===== config.mk =====
export PLATFORM = sky130hd
export DESIGN_NAME = protected_register_write_guard
export DESIGN_NICKNAME = d
export VERILOG_FILES = /design/src/hw/guard_pkg.sv /design/src/hw/guard_if.sv /design/src/hw/guard_sequencer.sv /design/src/hw/protected_register_write_guard.sv
export SDC_FILE = /design/constraint.sdc
export NUM_CORES = 1
export LEC_CHECK = 0
export BUFFER_PORTS_ARGS = -buffer_cell sky130_fd_sc_hd__buf_2
export CORE_ASPECT_RATIO = 0.7
export CORE_MARGIN = 1
export CORE_UTILIZATION = 52
export DETAILED_ROUTE_END_ITERATION = 8
export GPL_ROUTABILITY_DRIVEN = 0
export PLACE_DENSITY = 0.86
export SLEW_MARGIN = 30
export SYNTH_ARGS = -nofsm -noshare
export SYNTH_HDL_FRONTEND = slang
export SYNTH_SLANG_ARGS = --single-unit

===== constraint.sdc =====
create_clock -name clock -period 4.45 [get_ports clock]
set_input_delay 0.6675 -clock clock [delete_from_list [all_inputs] [get_ports clock]]
set_output_delay 0.6675 -clock clock [all_outputs]
set_load 0.05 [all_outputs]

===== src/hw/guard_pkg.sv =====
// Constants, types and decode helpers for the protected register write guard.
// Assumes an 8-bit byte-addressed Avalon-MM slave window with one register per aligned word.
package guard_pkg;

  ////////////////////////////////////////////////////////////////////////////
  // Register map (byte addresses)
  localparam logic [7:0] CMD_OFFSET = 8'h00;
  localparam logic [7:0] SYS_STATUS_OFFSET = 8'h04;
  localparam logic [7:0] IRQ_STATUS_OFFSET = 8'h08;
  localparam logic [7:0] IRQ_MASK_OFFSET = 8'h0C;
  localparam logic [7:0] PROT_BASE = 8'h10;
  localparam logic [7:0] PROT_END = 8'h2C;
  localparam int PROT_COUNT = 7;

  // Protected register order: power save, clock select, processor clock,
  // clock monitor, reset cause, low voltage, debug mode
  localparam logic [55:0] PROT_RESET = {8'h01, 8'h00, 8'h00, 8'h00, 8'h03, 8'h0A, 8'h00};

  ////////////////////////////////////////////////////////////////////////////
  // Field positions and reset values
  localparam int ERR_BIT = 0;
  localparam int IRQ_ILLEGAL_BIT = 0;
  localparam int IRQ_DONE_BIT = 1;
  localparam logic SYS_STATUS_RESET = 1'b0;
  localparam logic [1:0] IRQ_STATUS_RESET = 2'h0;
  localparam logic [1:0] IRQ_MASK_RESET = 2'h0;

  ////////////////////////////////////////////////////////////////////////////
  // Types
  typedef enum logic [1:0]
  {
    BIT_OP_NONE = 2'h0,
    BIT_OP_SET = 2'h1,
    BIT_OP_CLEAR = 2'h2,
    BIT_OP_INVERT = 2'h3
  } bit_op_type;

  typedef enum logic [1:0]
  {
    GUARD_LOCKED = 2'b01,
    GUARD_ARMED = 2'b10
  } guard_state_type;

  ////////////////////////////////////////////////////////////////////////////
  // Helpers
  function automatic logic is_prot(input logic [7:0] a);
    return (a >= PROT_BASE) && (a < PROT_END) && (a[1:0] == 2'h0);
  endfunction

  function automatic logic [2:0] prot_index(input logic [7:0] a);
    logic [7:0] d;
    d = a - PROT_BASE;
    return d[4:2];
  endfunction

  // Plain store, or single-bit set/clear/invert using wdata[2:0] as bit number
  function automatic logic [7:0] apply_write(input logic [7:0] old, input logic [31:0] wdata,
                                             input bit_op_type op);
    logic [7:0] m;
    m = 8'h01 << wdata[2:0];
    unique case (op)
      BIT_OP_NONE: return wdata[7:0];
      BIT_OP_SET: return old | m;
      BIT_OP_CLEAR: return old & ~m;
      BIT_OP_INVERT: return old ^ m;
    endcase
  endfunction

endpackage


===== src/hw/guard_if.sv =====
// Classified register writes and the guard's answer, between the bus slave and the sequencer.
// Both ends run on the same clock.
`timescale 1ns/10ps
interface guard_if;
  logic cmd_wr;
  logic prot_wr;
  logic other_wr;
  logic flag_clear_wr;
  logic accept;
  logic error_set;
  logic armed;

  modport ctrl
  (
    output cmd_wr,
    output prot_wr,
    output other_wr,
    output flag_clear_wr,
    input accept,
    input error_set,
    input armed
  );

  modport seq
  (
    input cmd_wr,
    input prot_wr,
    input other_wr,
    input flag_clear_wr,
    output accept,
    output error_set,
    output armed
  );
endinterface


===== src/hw/guard_sequencer.sv =====
// Lock/arm sequencer deciding whether a protected store is accepted.
// Expects at most one classified write per cycle from the bus slave.
`timescale 1ns/10ps
module guard_sequencer
  import guard_pkg::*;
(
  input wire logic clock,
  input wire logic resetn,
  guard_if.seq g
);

  guard_state_type state_r;
  guard_state_type state_nxt;
  logic any_wr;

  assign any_wr = g.cmd_wr | g.prot_wr | g.other_wr;

  ////////////////////////////////////////////////////////////////////////////
  // Decision
  always_comb
  begin
    state_nxt = state_r;
    unique case (state_r)
      GUARD_LOCKED:
      begin
        if (g.cmd_wr)
        begin
          state_nxt = GUARD_ARMED;
        end
      end
      GUARD_ARMED:
      begin
        // Reads leave the arm in place; any write spends it
        if (any_wr)
        begin
          state_nxt = GUARD_LOCKED;
        end
      end
      default:
      begin
        state_nxt = GUARD_LOCKED;
      end
    endcase
  end

  assign g.accept = (state_r == GUARD_ARMED) && g.prot_wr;
  // Second command store while armed counts as an illegal store
  assign g.error_set = ((state_r == GUARD_LOCKED) && g.prot_wr) ||
                       ((state_r == GUARD_ARMED) && (g.other_wr || g.cmd_wr));
  assign g.armed = state_r[1];

  always_ff @(posedge clock)
  begin
    if (!resetn)
    begin
      state_r <= GUARD_LOCKED;
    end
    else
    begin
      state_r <= state_nxt;
    end
  end
endmodule


===== src/hw/protected_register_write_guard.sv =====
// Avalon-MM slave holding seven protected control registers behind an unlock store.
// Assumes the master holds each request until it samples waitrequest low.
//
// Overview of operation
// - Exactly seven registers are protected: power save, clock select, processor clock, clock monitor, reset cause, low voltage and debug mode.
// - A protected store takes effect only directly after a command register store; otherwise the register keeps its value.
// - The unlocked store may be a plain store or a single-bit set, clear or invert.
// - Every illegal store attempt on protected registers sets the protection error flag.
// - A command register store holds off interrupt acknowledgement until the next store.
// - Protected registers read back with no unlocking.
// - Any value stored to the command register arms a locked guard; the value is ignored.
// - The command register is 8-bit write-only, reads undefined (here zero), and has no reset value.
// - The error flag sets on an unlocked protected store or on any other store right after a command store, except a 0 store to the status register.
// - Plain reads between the command store and the protected store neither set the flag nor cancel the arm.
// - The error flag clears on a 0 store or reset; a 0 store right after a command store clears it, a second command store sets it.
`timescale 1ns/10ps
module protected_register_write_guard
  import guard_pkg::*;
(
  input wire logic clock,
  input wire logic resetn,
  input wire logic [7:0] avs_address,
  input wire logic avs_read,
  input wire logic avs_write,
  input wire logic [31:0] avs_writedata,
  input wire logic [3:0] avs_byteenable,
  input wire logic [1:0] bit_op,
  output logic [31:0] avs_readdata,
  output logic avs_waitrequest,
  output logic [55:0] protected_values,
  output logic int_hold,
  output logic irq
);

  guard_if g();

  logic wait_r;
  logic [31:0] readdata_r;
  logic [55:0] prot_r;
  logic err_r;
  logic err_nxt;
  logic [1:0] irq_status_r;
  logic [1:0] irq_status_nxt;
  logic [1:0] irq_mask_r;
  logic [1:0] irq_mask_nxt;
  logic irq_r;
  logic acc_wr;
  logic acc_rd;
  logic addr_prot;
  logic [5:0] sel_lsb;
  logic [7:0] sel_old;
  logic [7:0] sel_new;
  logic [7:0] sys_new;
  logic sys_new_bit;
  bit_op_type op;

  ////////////////////////////////////////////////////////////////////////////
  // Bus handshake: one wait cycle, access takes effect when waitrequest is low
  assign acc_wr = avs_write && !wait_r && avs_byteenable[0];
  assign acc_rd = avs_read && !wait_r;
  assign op = bit_op_type'(bit_op);

  always_ff @(posedge clock)
  begin
    if (!resetn)
    begin
      wait_r <= 1'b1;
    end
    else if ((avs_read || avs_write) && wait_r)
    begin
      wait_r <= 1'b0;
    end
    else
    begin
      wait_r <= 1'b1;
    end
  end

  function automatic logic [31:0] read_mux(input logic [7:0] a);
    logic [31:0] v;
    v = 32'h0000_0000;
    if (a == SYS_STATUS_OFFSET)
    begin
      v[ERR_BIT] = err_r;
    end
    else if (a == IRQ_STATUS_OFFSET)
    begin
      v[1:0] = irq_status_r;
    end
    else if (a == IRQ_MASK_OFFSET)
    begin
      v[1:0] = irq_mask_r;
    end
    else if (is_prot(a))
    begin
      v[7:0] = prot_r[{prot_index(a), 3'b000} +: 8];
    end
    // Command register and unmapped words read as zero
    return v;
  endfunction

  always_ff @(posedge clock)
  begin
    if (!resetn)
    begin
      readdata_r <= 32'h0000_0000;
    end
    else if (avs_read && wait_r)
    begin
      readdata_r <= read_mux(avs_address);
    end
  end

  ////////////////////////////////////////////////////////////////////////////
  // Store classification
  assign addr_prot = is_prot(avs_address);
  assign sel_lsb = {prot_index(avs_address), 3'b000};
  assign sel_old = prot_r[sel_lsb +: 8];
  assign sel_new = apply_write(sel_old, avs_writedata, op);
  assign sys_new = apply_write({7'h00, err_r}, avs_writedata, op);
  assign sys_new_bit = sys_new[ERR_BIT];

  assign g.cmd_wr = acc_wr && (avs_address == CMD_OFFSET);
  assign g.prot_wr = acc_wr && addr_prot;
  assign g.other_wr = acc_wr && (avs_address != CMD_OFFSET) && !addr_prot;
  assign g.flag_clear_wr = acc_wr && (avs_address == SYS_STATUS_OFFSET) && !sys_new_bit;

  guard_sequencer u_seq
  (
    .clock(clock),
    .resetn(resetn),
    .g(g)
  );

  ////////////////////////////////////////////////////////////////////////////
  // Protected registers
  always_ff @(posedge clock)
  begin
    if (!resetn)
    begin
      prot_r <= PROT_RESET;
    end
    else if (g.accept)
    begin
      prot_r[sel_lsb +: 8] <= sel_new;
    end
  end

  ////////////////////////////////////////////////////////////////////////////
  // Error flag: a zero store wins over a coincident set, as the hardware defines
  always_comb
  begin
    err_nxt = err_r;
    if (g.flag_clear_wr)
    begin
      err_nxt = 1'b0;
    end
    else if (g.error_set)
    begin
      err_nxt = 1'b1;
    end
  end

  always_ff @(posedge clock)
  begin
    if (!resetn)
    begin
      err_r <= SYS_STATUS_RESET;
    end
    else
    begin
      err_r <= err_nxt;
    end
  end

  ////////////////////////////////////////////////////////////////////////////
  // Interrupt status, mask and line; a new event wins over the read clear
  always_comb
  begin
    irq_status_nxt = irq_status_r;
    if (acc_rd && (avs_address == IRQ_STATUS_OFFSET))
    begin
      irq_status_nxt = 2'h0;
    end
    if (g.error_set)
    begin
      irq_status_nxt[IRQ_ILLEGAL_BIT] = 1'b1;
    end
    if (g.accept)
    begin
      irq_status_nxt[IRQ_DONE_BIT] = 1'b1;
    end
  end

  always_ff @(posedge clock)
  begin
    if (!resetn)
    begin
      irq_status_r <= IRQ_STATUS_RESET;
      irq_r <= 1'b0;
    end
    else
    begin
      irq_status_r <= irq_status_nxt;
      // Next mask too, so that unmasking a pending bit raises the line without a cycle of lag
      irq_r <= |(irq_status_nxt & irq_mask_nxt);
    end
  end

  always_comb
  begin
    irq_mask_nxt = irq_mask_r;
    if (acc_wr && (avs_address == IRQ_MASK_OFFSET))
    begin
      irq_mask_nxt = avs_writedata[1:0];
    end
  end

  always_ff @(posedge clock)
  begin
    if (!resetn)
    begin
      irq_mask_r <= IRQ_MASK_RESET;
    end
    else
    begin
      irq_mask_r <= irq_mask_nxt;
    end
  end

  ////////////////////////////////////////////////////////////////////////////
  // Outputs
  assign avs_waitrequest = wait_r;
  assign avs_readdata = readdata_r;
  assign protected_values = prot_r;
  // Armed state is itself a flop; it holds interrupts off until the next store
  assign int_hold = g.armed;
  assign irq = irq_r;
endmodule


# Word-level counts from Yosys, hierarchy flattened
# Index checks and enable logic that the tools add are counted.
dict set report classes {
  eq_ne 10
  order_cmp 2
  shifts 4
  bitwise 11
  addsub 2
  muxes 18
  n_reduce_logical 31
}
# op count
set op_table {}
lappend op_table {{56-bit bitwise mux} 1}
lappend op_table {{8-bit by 8-bit variable shift with 56-bit output, first input constant} 1}
lappend op_table {{56-bit by 7-bit variable part select with 8-bit output} 1}
lappend op_table {{8-bit by 8-bit variable part select with 56-bit output} 1}
lappend op_table {{8-bit one-hot mux with 4 select lines} 1}
lappend op_table {{1-bit logical AND} 18}
lappend op_table {{8-bit by 4-bit == test with 1-bit output, second input constant} 2}
lappend op_table {{2-bit 2-to-1 mux} 6}
lappend op_table {{6-bit 2-to-1 mux} 2}
lappend op_table {{8-bit AND} 1}
lappend op_table {{8-bit by 3-bit == test with 1-bit output, second input constant} 1}
lappend op_table {{8-bit by 5-bit greater-or-equal comparator with 1-bit output, second input constant} 1}
lappend op_table {{8-bit zero test} 1}
lappend op_table {{8-bit by 6-bit less-than comparator with 1-bit output, second input constant} 1}
lappend op_table {{8-bit 2-to-1 mux} 1}
lappend op_table {{6-bit negator with 8-bit output} 1}
lappend op_table {{8-bit NOT} 1}
lappend op_table {{8-bit OR} 1}
lappend op_table {{8-bit nonzero test} 1}
lappend op_table {{1-bit by 3-bit << shifter with 8-bit output, first input constant} 1}
lappend op_table {{8-bit bitwise XOR} 1}
lappend op_table {{7-bit 2-to-1 mux} 1}
lappend op_table {{2-bit == test, second input constant} 3}
lappend op_table {{5-bit subtractor, second input constant} 1}
lappend op_table {{other kinds (15)} 28}
dict set report totals {
  regBits 73
  output_inout_bits 91
}

# Depth between registers and ports, before layout
# Gate-level depths: netlist (run 1).
dict set report logic_depth {
  ltp_word 11
  ltp_mapped 12
  mapped_depth_nobuf 10
}

# By module
# From an unflattened synthesis (run 1), not the netlist that was laid out.
dict set report unflattened {
  cells_unflattened 455
  area_unflattened_um2 4126.5
}
# module area_per_inst_um2 cells_each n_inst
set by_module_without_submodules {}
lappend by_module_without_submodules {protected_register_write_guard 4016.4 443 1}
lappend by_module_without_submodules {guard_sequencer 110.1 12 1}

# Worst setup path after synthesis (run 1)
# OpenSTA, ideal clock, no wires.
dict set report synth_timing {
  path_kind {in2reg}
  from {in avs_address[3]}
  to {reg prot_r[6], in the netlist protected_values[6]}
  setup_ns 0.128
  arrival_time_ns 3.392
  path_stages 11
  slack_ns 0.931
  path_buffers 3
  required_ns 4.322
  cell_sequence {clkbuf_1 clkbuf_1 inv_1 ha_1 ha_1 buf_1 nor4b_1 nand3_1 nor3_2 mux2i_1 nor2_1}
}
dict set report synth_via {
  elab_chain_len 6
}
# item line_no
set synth_lines {}
lappend synth_lines {{from (decl)} protected_register_write_guard.sv:22} ;# input wire logic [7:0] avs_address,
lappend synth_lines {{5-bit subtractor} guard_pkg.sv:52} ;# d = a - PROT_BASE;
lappend synth_lines {{56-bit by 7-bit variable part select with 8-bit output} protected_register_write_guard.sv:118} ;# assign sel_old = prot_r[sel_lsb +: 8];
lappend synth_lines {{8-bit bitwise XOR, or another cell as far along} guard_pkg.sv:65} ;# BIT_OP_INVERT: return old ^ m;
lappend synth_lines {{8-bit one-hot mux with 4 select lines} guard_pkg.sv:61} ;# unique case (op)
lappend synth_lines {{8-bit by 8-bit variable part select with 56-bit output} protected_register_write_guard.sv:145} ;# prot_r[sel_lsb +: 8] <= sel_new;
lappend synth_lines {{56-bit bitwise mux} protected_register_write_guard.sv:145}
lappend synth_lines {{to (signal, indexed assignment)} protected_register_write_guard.sv:145}
lappend synth_lines {{to (decl)} protected_register_write_guard.sv:39} ;# logic [55:0] prot_r;
# Several ways; a longest one is shown, not always the timed one.
# A chain may end at the register's enable or synchronous reset.

# Worst setup path after layout (run 1)
# Ends and elaborated chain as after synthesis.

==> results of run 1 <==
## sequential cells by signal (all words and copies together) (netlist names)
register          cells
avs_readdata          8
avs_waitrequest       1
err_r                 1
irq                   1
irq_mask_r            2
irq_status_r          2
protected_values     56
u_seq.state_r         2
## power breakdown
| part | total, mW | switching, mW | internal [mW] |
|---|---|---|---|
| clock network | 0.680 | 0.299 | 0.381 |
| logic | 0.191 | 0.137 | 0.0535 |
| registers | 0.655 | 0.00107 | 0.654 |
## how the worst max path moves through the flow
stage	end	slack (ps)	cells past startpoint
6_report	protected_values[6]$_SDFFE_PN0P_	1310	10
5_1_grt	protected_values[2]$_SDFFE_PN0P_	1180	10
4_1_cts	protected_values[8]$_SDFFE_PN0P_	1360	8
3_5_place_dp	protected_values[8]$_SDFFE_PN0P_	1010	8
3_3_place_gp	protected_values[8]$_SDFFE_PN0P_	1070	8
2_1_floorplan	protected_values[6]$_SDFFE_PN0P_	930	11
## logic make-up after synthesis
| kind of cell | count (synthesis) |
|---|---|
| AOI/OAI and AO/OA | 57 |
| other | 1 |
| adders and majority gates | 23 |
| buffers and inverters | 94 |
| and+or+nand+nor | 164 |
| DFF | 73 |
| muxes | 73 |
## final cells by class
class,count,area (um^2)
Clock buffer,9,225
Clock inverter,7,55.1
Timing Repair Buffer,92,468
Inverter,40,150
Fill cell,691,2950
Multi-Input combinational cell,341,2600
Sequential cell,73,1460
Tap cell,101,126
## worst min-delay path, cell delays in order, from the launching register on
cell and delay [ps]:
dfxtp_1 310, nand2_1 50, a21oi_1 50
## per-layer routing
metal	track usage (%)	routed length, um	vias up	share of wire, %
li1	-	-	1770	-
met4	10.7	242	0	2.1
met5	0	0	-	0
met1	34.2	4800	1831	42
met3	8.17	1050	30	9.2
met2	42.7	5330	199	47
## cells in the mapped netlist, types with 2 or more instances
| cell | count |
|---|---|
| buf_1 | 3 |
| or3_1 | 3 |
| nand2_1 | 42 |
| nor2_1 | 60 |
| a21oi_1 | 26 |
| inv_1 | 39 |
| nand2b_1 | 6 |
| clkbuf_1 | 23 |
| a2bb2oi_1 | 7 |
| nand3b_1 | 4 |
| nand3_1 | 13 |
| and3_1 | 3 |
| or2_2 | 2 |
| o211ai_1 | 6 |
| buf_2 | 4 |
| or4_1 | 2 |
| mux4_2 | 22 |
| o2bb2ai_1 | 9 |
| and2_1 | 5 |
| ha_1 | 23 |
| nor3_1 | 4 |
| and4b_1 | 2 |
| nand4_1 | 2 |
| nand4_2 | 2 |
| o21ai_0 | 6 |
| nor2b_1 | 3 |
| buf_4 | 24 |
| mux2i_1 | 50 |
| or2_0 | 2 |
| dfxtp_1 | 73 |
==> run_results.csv, run 1 <==
group,metric,value,unit
status,status,"complete, but fails checks",
status,violations,"design-rule violations",
worst_setup_path,path_common_cell,"ha_1",
yosys,synth-adder-area-share,6.51,%
timing,fin_skew,8.86,ps
placed_design,hpwlAfterDp,8570,um
route,drc,6,
layout,design_area,0.00509,mm^2
clocking,ctsHoldBuffers,0,
clocking,cts.sinks,73,
yosys,synthDistinctLibCells,45,
worst_hold_path,hp-class,"reg -> reg",
worst_setup_path,critical_path_class,"in -> reg",
power_and_ir_drop,power.leakage,2.45,nW
timing,setup_ws,1310,ps
clocking,cts_resized,0,
floorplan,coreArea,0.00804,mm^2
power_and_ir_drop,ir_drop,0.181,mV
yosys,yosysSeqAreaShare,33.0,%
worst_setup_path,cpMaxStageDelayCell,"buf_2",
floorplan,die_y,79.2,um
layout,area_growth,15.0,%
yosys,synth_edf_count,0,
worst_hold_path,holdPathStages,2,
floorplan,io_pins,141,
timing,finalHoldViolCount,0,
floorplan,std_cell_rows,27,
worst_setup_path,startpoint_type,"input port",
layout,final_cell_count_no_fill,663,
worst_setup_path,path_cells,"buf_2 -> inv_1 -> ha_1 -> ha_1 -> nor4b_1 -> nand3_1 -> nor3_2 -> buf_4 -> mux2i_1 -> nor2_1",
yosys,netlist_area,0.00442,mm^2
timing,post-route-min-period,3140,ps
worst_setup_path,rrSetupSlack,1900,ps
route,vias,3830,
worst_setup_path,reg2reg_to,"protected_values[8]$_SDFFE_PN0P_",
worst_setup_path,slowest_delay,450,ps
worst_setup_path,cp-startpoint,"avs_address[3]",
yosys,synth_async_sr_flop_share,0,%
route,firstDrtPassIters,6,
timing,max_slew_margin,55.7,%
clocking,htree_levels,3,
power_and_ir_drop,powerDensity,300,mW/mm^2
placed_design,dpl_cell_area,0.00481,mm^2
clocking,clock_path_buffers,2,
timing,maxSlewViolCount,0,
clocking,cts_root_buf,"clkbuf_16",
global_routing,grt_pass1_vias,3566,
timing,setup_viol,0,
layout,most-common-layout-cells,"buf_2, dfxtp_1, nor2_1, mux2i_1, nand2_1",
yosys,ys_seq_elements,73,
yosys,synthFlopType,"dfxtp_1",
yosys,synth_top_family_by_area,"multiplexers",
placed_design,placed_cells,647,
worst_setup_path,cp.arrival,3350,ps
global_routing,grt_max_degree,54,
worst_setup_path,crit_family,"buffers and inverters",
route,post_drt_wl_per_cell,17.2,um
worst_setup_path,rr_startpoint,"protected_values[48]$_SDFFE_PN1P_",
global_routing,overflow,0,
route,drt_iter0_drc,317,
route,finalWirelength,11400,um
placed_design,port_buffers,89,
global_routing,antenna_found_initial,0,
worst_hold_path,min_from,"protected_values[40]$_SDFFE_PN0P_",
clocking,postCtsSetupRepairBufs,0,
worst_setup_path,crit_path_end_kind,"flop",
floorplan,die_area,0.00888,mm^2
timing,hold_slack,464,ps
clocking,cts_tree,"done",
flow_run,drv_cap,0,
yosys,synth_top_area_cell,"dfxtp_1",
timing,worst_slew_pin_slew,660,ps
route,ant_nets,0,
placed_design,dpl_worst_slack,1010,ps
floorplan,start_util,55.0,%
worst_setup_path,reg2regPathDepth,7,
worst_setup_path,crit_buf_inv,3,
yosys,yosys.area_share.xor_xnor,0,%
timing,rsz0062_at_grt,"false",
layout,drive_gt1_share,25.1,%
layout,fin_nets,630,
yosys,synth-simple-area-share,19.1,%
yosys,syn-instance-count,485,
route,vias_per_cell,5.78,
clocking,clk_latency,350,ps
timing,setup_tns,0,ps
clocking,cts_buffers,9,
worst_setup_path,required,4660,ps
yosys,synthTopCellsByArea,"dfxtp_1, mux2i_1, mux4_2",
layout,fin_util,63.3,%
worst_setup_path,critPathMaxFanout,21,
yosys,synth_area_per_cell,9.12,um^2
timing,fin_crit_sh,70.5,%
worst_hold_path,whs_endpoint,"protected_values[40]$_SDFFE_PN0P_",
global_routing,grt_usage,26.8,%
power_and_ir_drop,finalPower,1.53,mW
global_routing,grt_pass1_wl,18000,um
yosys,yosys_warnings,0,
timing,fmax,0.319,GHz
layout,layout_commonest_cell,"buf_2",
clocking,path_clk_slew,60,ps
yosys,synth_top_area_share,33.0,%
yosys,synth.area.mux_share,22.8,%
yosys,synth_compound_area_share,8.37,%
layout,diodes,0,
floorplan,die-width,112,um
No activity file was read; power rests on OpenSTA's default activity.
==> inputs of run 2 (changes only) <==
- CORE_UTILIZATION: 52 -> 47
- PLACE_DENSITY: 0.86 -> 0.83
- clock period: 4.45 -> 2.8 ns (I/O delays scaled with it)
==> run 2 against run 1 <==
The run now ends clean; setup slack lost 1200 ps; sequential power grew 59%; first-iteration DRC count is 14% higher; power increased by 71%; cell area rose by 5.2%; utilization shrank 4.5 points; die area up 10%; routed wire length is 6.3% higher; register-to-register slack worse by 1600 ps; combinational power up 72%; sequential share of layout area is 1.4 points lower; critical endpoint is now protected_values[53]$_SDFFE_PN0P_.
==> run_results.csv, run 2 (synthesized netlist as in run 1, its figures left out) <==
group,metric,value,unit
route,vias_per_cell,5.50,
timing,setup_viol,0,
global_routing,grt_usage,25.7,%
timing,fin_skew,7.24,ps
worst_hold_path,whs_endpoint,"avs_waitrequest$_SDFF_PN1_",
route,firstDrtPassIters,4,
timing,worst_slew_pin_slew,589,ps
layout,fin_util,58.7,%
placed_design,hpwlAfterDp,9300,um
floorplan,io_pins,141,
timing,max_slew_margin,60.3,%
power_and_ir_drop,switching_share,26.2,%
power_and_ir_drop,seqPwrFrac,39.9,%
worst_setup_path,critPathMaxFanout,11,
global_routing,grt_pass1_vias,3763,
floorplan,coreArea,0.00911,mm^2
global_routing,grt_max_degree,52,
clocking,ctsHoldBuffers,0,
route,finalWirelength,12200,um
worst_setup_path,reg2reg_to,"protected_values[53]$_SDFFE_PN0P_",
timing,post-route-min-period,2640,ps
layout,layout_commonest_cell,"buf_2",
timing,hold_slack,321,ps
timing,rsz0062_at_grt,"false",
clocking,clk_latency,340,ps
timing,finalHoldViolCount,0,
worst_setup_path,rr_startpoint,"protected_values[21]$_SDFFE_PN0P_",
power_and_ir_drop,power_frac_clock,47.5,%
layout,largest_reg_flops,56,
layout,fin_nets,650,
worst_setup_path,startpoint_type,"input port",
layout,design_area,0.00535,mm^2
global_routing,antenna_found_initial,0,
timing,setup_ws,161,ps
clocking,clock_path_buffers,2,
floorplan,std_cell_rows,29,
layout,most-common-layout-cells,"buf_2, dfxtp_1, nor2_1, mux2i_1, nand2_1",
placed_design,placed_cells,690,
clocking,cts_tree,"done",
power_and_ir_drop,combPwrFrac,12.6,%
clocking,path_clk_slew,60,ps
flow_run,drv_cap,0,
route,ant_nets,0,
power_and_ir_drop,intPower,1.93,mW
worst_setup_path,reg2regPathDepth,8,
route,post_drt_wl_per_cell,17.2,um
power_and_ir_drop,power.leakage,2.58,nW
clocking,cts.sinks,73,
clocking,postCtsSetupRepairBufs,0,
worst_hold_path,holdPathStages,2,
power_and_ir_drop,finalPower,2.61,mW
floorplan,die-width,118,um
worst_setup_path,rrSetupSlack,330,ps
layout,area_growth,21.0,%
placed_design,dpl_worst_slack,-104,ps
clocking,cts_buffers,9,
power_and_ir_drop,power.net_switching,0.685,mW
timing,setup_tns,0,ps
worst_setup_path,cp.arrival,2900,ps
layout,final_cell_count_no_fill,706,
status,status,"complete, no violations",
worst_hold_path,min_from,"avs_write",
floorplan,start_util,48.6,%
layout,diodes,0,
clocking,htree_levels,3,
global_routing,grt_pass1_wl,19300,um
route,drc,0,
clocking,cts_resized,0,
floorplan,die_y,83.2,um
placed_design,port_buffers,89,
global_routing,overflow,0,
route,drt_iter0_drc,362,
power_and_ir_drop,ir_drop,0.317,mV
floorplan,die_area,0.00981,mm^2
placed_design,dpl_cell_area,0.00503,mm^2
timing,maxSlewViolCount,0,
timing,fmax,0.379,GHz
worst_hold_path,hp-class,"in -> reg",
route,vias,3884,
layout,drive_gt1_share,27.5,%
worst_setup_path,crit_path_end_kind,"flop",
power_and_ir_drop,powerDensity,488,mW/mm^2
timing,fin_crit_sh,94.3,%
clocking,cts_root_buf,"clkbuf_16",
worst_setup_path,critical_path_class,"in -> reg",
worst_setup_path,required,3060,ps
-- run 2: power groups by stage --
stage	registers (mW)	logic (mW)	clock network, mW
floorplan	1.07	0.259	0
detailed placement	1.06	0.324	0
CTS	1.04	0.326	1.26
global route	1.04	0.351	1.32
finish	1.04	0.328	1.24
global placement	1.06	0.311	0
-- run 2: worst max path at each step --
stage,start,to,slack (ps),cells past startpoint
global placement,avs_address[3],protected_values[41]$_SDFFE_PN0P_,20,8
detailed placement,avs_address[3],protected_values[53]$_SDFFE_PN0P_,-100,10
global route,avs_address[3],protected_values[53]$_SDFFE_PN0P_,60,10
floorplan,avs_address[3],protected_values[6]$_SDFFE_PN0P_,5,11
CTS,avs_address[3],protected_values[53]$_SDFFE_PN0P_,170,10
finish,avs_address[3],protected_values[53]$_SDFFE_PN0P_,160,10
-- run 2: routing by layer --
layer  track usage (%)  part of all wire (%)  up-vias
met5                 0                     0        -
met4              8.28                   1.9        0
met3              6.94                   7.6       23
met2              41.7                    48      173
met1              33.2                    42     1871
li1                  -                     -     1817
-- run 2: cell type report --
type                            instances  area [um^2]
Clock buffer                           10          229
Clock inverter                          6         92.6
Fill cell                             833         3760
Inverter                               40          150
Multi-Input combinational cell        341         2610
Sequential cell                        73         1460
Tap cell                              124          155
Timing Repair Buffer                  112          656
-- run 2: critical path: stages --
cell and delay, ps:
buf_2 200, buf_12 170, mux4_2 490, mux2i_1 320, ha_1 210, inv_1 40
mux4_2 520, nor2_1 230, nand2_1 100, a21oi_1 180
==> inputs of run 3 (changes only) <==
- ABC_AREA: default -> 1
- PLACE_DENSITY: 0.83 -> default
- PLACE_DENSITY_LB_ADDON: default -> 0.12
==> run 3 against run 2 <==
Non-clock buffer count fell by 12; power down 4.3%; utilization down 1.6 points; critical path type unchanged; largest cell class unchanged.
==> run_results.csv, run 3 <==
group,metric,value,unit
timing,max_slew_margin,47.5,%
timing,setup_viol,0,
route,firstDrtPassIters,5,
yosys,synth_top_area_cell,"dfxtp_1",
worst_setup_path,cpMaxStageDelayCell,"buf_4",
layout,area_growth,17.4,%
timing,finalHoldViolCount,0,
yosys,synthDistinctLibCells,29,
floorplan,die-width,118,um
timing,fin_crit_sh,85.4,%
yosys,synth_area_per_cell,6.53,um^2
clocking,path_clk_slew,60,ps
global_routing,grt_pass1_wl,21800,um
yosys,synth_edf_count,0,
floorplan,std_cell_rows,29,
route,drt_iter0_drc,493,
clocking,cts_buffers,9,
power_and_ir_drop,power.net_switching,0.770,mW
yosys,synth_top_area_share,33.1,%
power_and_ir_drop,combPwrFrac,15.1,%
yosys,synth-simple-area-share,33.9,%
route,finalWirelength,13500,um
layout,largest_reg_flops,56,
worst_setup_path,slowest_delay,290,ps
clocking,cts_tree,"done",
timing,worst_slew_pin_slew,787,ps
power_and_ir_drop,intPower,1.73,mW
yosys,synth_most_common_cell,"nand2_1",
clocking,clock_path_buffers,2,
clocking,cts_resized,0,
global_routing,grt_max_degree,54,
placed_design,port_buffers,89,
worst_setup_path,cp.arrival,2620,ps
status,status,"complete, no violations",
yosys,synth-adder-area-share,6.52,%
route,ant_nets,0,
clocking,cts_root_buf,"clkbuf_16",
global_routing,antenna_found_initial,0,
global_routing,overflow,0,
clocking,ctsHoldBuffers,0,
layout,fin_nets,836,
timing,hold_slack,307,ps
layout,design_area,0.00518,mm^2
yosys,synth.area.mux_share,0,%
floorplan,die_area,0.00979,mm^2
flow_run,drv_cap,0,
layout,fin_util,57.1,%
timing,fmax,0.418,GHz
clocking,clk_latency,340,ps
floorplan,coreArea,0.00907,mm^2
timing,fin_skew,6.15,ps
route,vias,4740,
yosys,synth_top_family_by_area,"simple AND/OR/NAND/NOR gates",
global_routing,grt_pass1_vias,4234,
clocking,cts.sinks,73,
floorplan,die_y,83.1,um
placed_design,hpwlAfterDp,10300,um
layout,layout_commonest_cell,"nand2_1",
yosys,netlist_area,0.00441,mm^2
yosys,yosys_warnings,0,
worst_setup_path,critical_path_class,"in -> reg",
yosys,syn-instance-count,676,
global_routing,grt_usage,28.4,%
worst_hold_path,hp-class,"in -> reg",
yosys,ys_seq_elements,73,
power_and_ir_drop,power.leakage,2.69,nW
layout,most-common-layout-cells,"nand2_1, nor2_1, buf_2, o21ai_0, dfxtp_1",
clocking,postCtsSetupRepairBufs,0,
yosys,synth_async_sr_flop_share,0,%
worst_setup_path,path_cells,"buf_2 -> buf_4 -> nor2_1 -> o22ai_1 -> nand2_1 -> nand2_1 -> inv_1 -> ha_1 -> nand2_1 -> nand3_1 -> nand2_1 -> inv_1 -> nand3_1 -> nor2_1 -> nor2_1 -> nor2_1",
power_and_ir_drop,powerDensity,482,mW/mm^2
yosys,yosys.area_share.xor_xnor,0,%
timing,rsz0062_at_grt,"false",
timing,post-route-min-period,2390,ps
worst_setup_path,startpoint_type,"input port",
clocking,htree_levels,3,
power_and_ir_drop,finalPower,2.50,mW
worst_setup_path,critPathMaxFanout,23,
placed_design,dpl_cell_area,0.00491,mm^2
floorplan,io_pins,141,
route,drc,0,
power_and_ir_drop,power_frac_clock,43.1,%
layout,drive_gt1_share,18.9,%
yosys,synthFlopType,"dfxtp_1",
worst_setup_path,crit_path_end_kind,"flop",
power_and_ir_drop,ir_drop,0.370,mV
route,post_drt_wl_per_cell,15.2,um
timing,setup_tns,0,ps
timing,maxSlewViolCount,0,
yosys,yosysSeqAreaShare,33.1,%
layout,diodes,0,
yosys,synthTopCellsByArea,"dfxtp_1, nand2_1, nor2_1",
power_and_ir_drop,seqPwrFrac,41.7,%
yosys,synth_compound_area_share,13.4,%
power_and_ir_drop,switching_share,30.8,%
route,vias_per_cell,5.31,
yosys,synth_common_cells,"nand2_1, nor2_1, o21ai_0",
floorplan,start_util,48.6,%
worst_setup_path,required,3030,ps
## run 3: changes by cell type after synthesis, sizes merged, moves of 22 or more
cell,before,now
nand2,42,133
nor2,60,131
o21ai,6,77
mux2i,50,0
nand3,13,53
inv,39,73
mux4,22,0
## run 3: through the flow
stage / worst slack (ps) / std cells
final: 410 / 892
after floorplan: 629 / 699
after CTS: 494 / 892
after global placement: 197 / 876
after detailed placement: 141 / 876
after global routing: 205 / 892
## run 3: area by class of cell
type / count / area, um^2
Clock buffer: 10 / 229
Clock inverter: 6 / 43.8
Fill cell: 896 / 3890
Inverter: 76 / 285
Multi-Input combinational cell: 503 / 2460
Sequential cell: 73 / 1460
Tap cell: 124 / 155
Timing Repair Buffer: 100 / 541
## run 3: routing by layer
| layer | global-route usage (%) | part of all wire [%] |
|---|---|---|
| met1 | 40.8 | 47 |
| met3 | 10.6 | 12 |
| met2 | 39.3 | 40 |
| met4 | 7.81 | 1.4 |
| met5 | 0 | 0 |
## run 3: final timing paths
| check | startpoint | end | slack (ps) | cells after the start |
|---|---|---|---|---|
| worst min register to register | avs_waitrequest$_SDFF_PN1_ | avs_waitrequest$_SDFF_PN1_ | 450 | 1 |
| worst min-delay path | avs_write | avs_waitrequest$_SDFF_PN1_ | 310 | 2 |
| worst max-delay path | avs_address[2] | protected_values[47]$_SDFFE_PN0P_ | 410 | 16 |
| worst max register to register | protected_values[19]$_SDFFE_PN0P_ | protected_values[27]$_SDFFE_PN0P_ | 430 | 14 |
## run 3: cell families after synthesis
family | Yosys count
simple gates | 341
buf+inv | 123
compound gates | 115
flops | 73
fa+ha+maj | 23
other cells | 1
## run 3: power by group through the flow
stage,Combinational (mW),Sequential [mW],Clock (mW)
2_1_floorplan,0.288,1.07,0
3_3_place_gp,0.363,1.07,0
3_5_place_dp,0.368,1.07,0
4_1_cts,0.370,1.04,1.09
5_1_grt,0.415,1.04,1.14
6_report,0.378,1.04,1.08
## run 3: critical path: cells and delay by family
family,cells,cell delay (ps)
buffers and inverters,4,640
AO/OA/AOI/OAI,1,150
adder cells (fa/ha/maj),1,290
AND/OR/NAND/NOR,10,1120
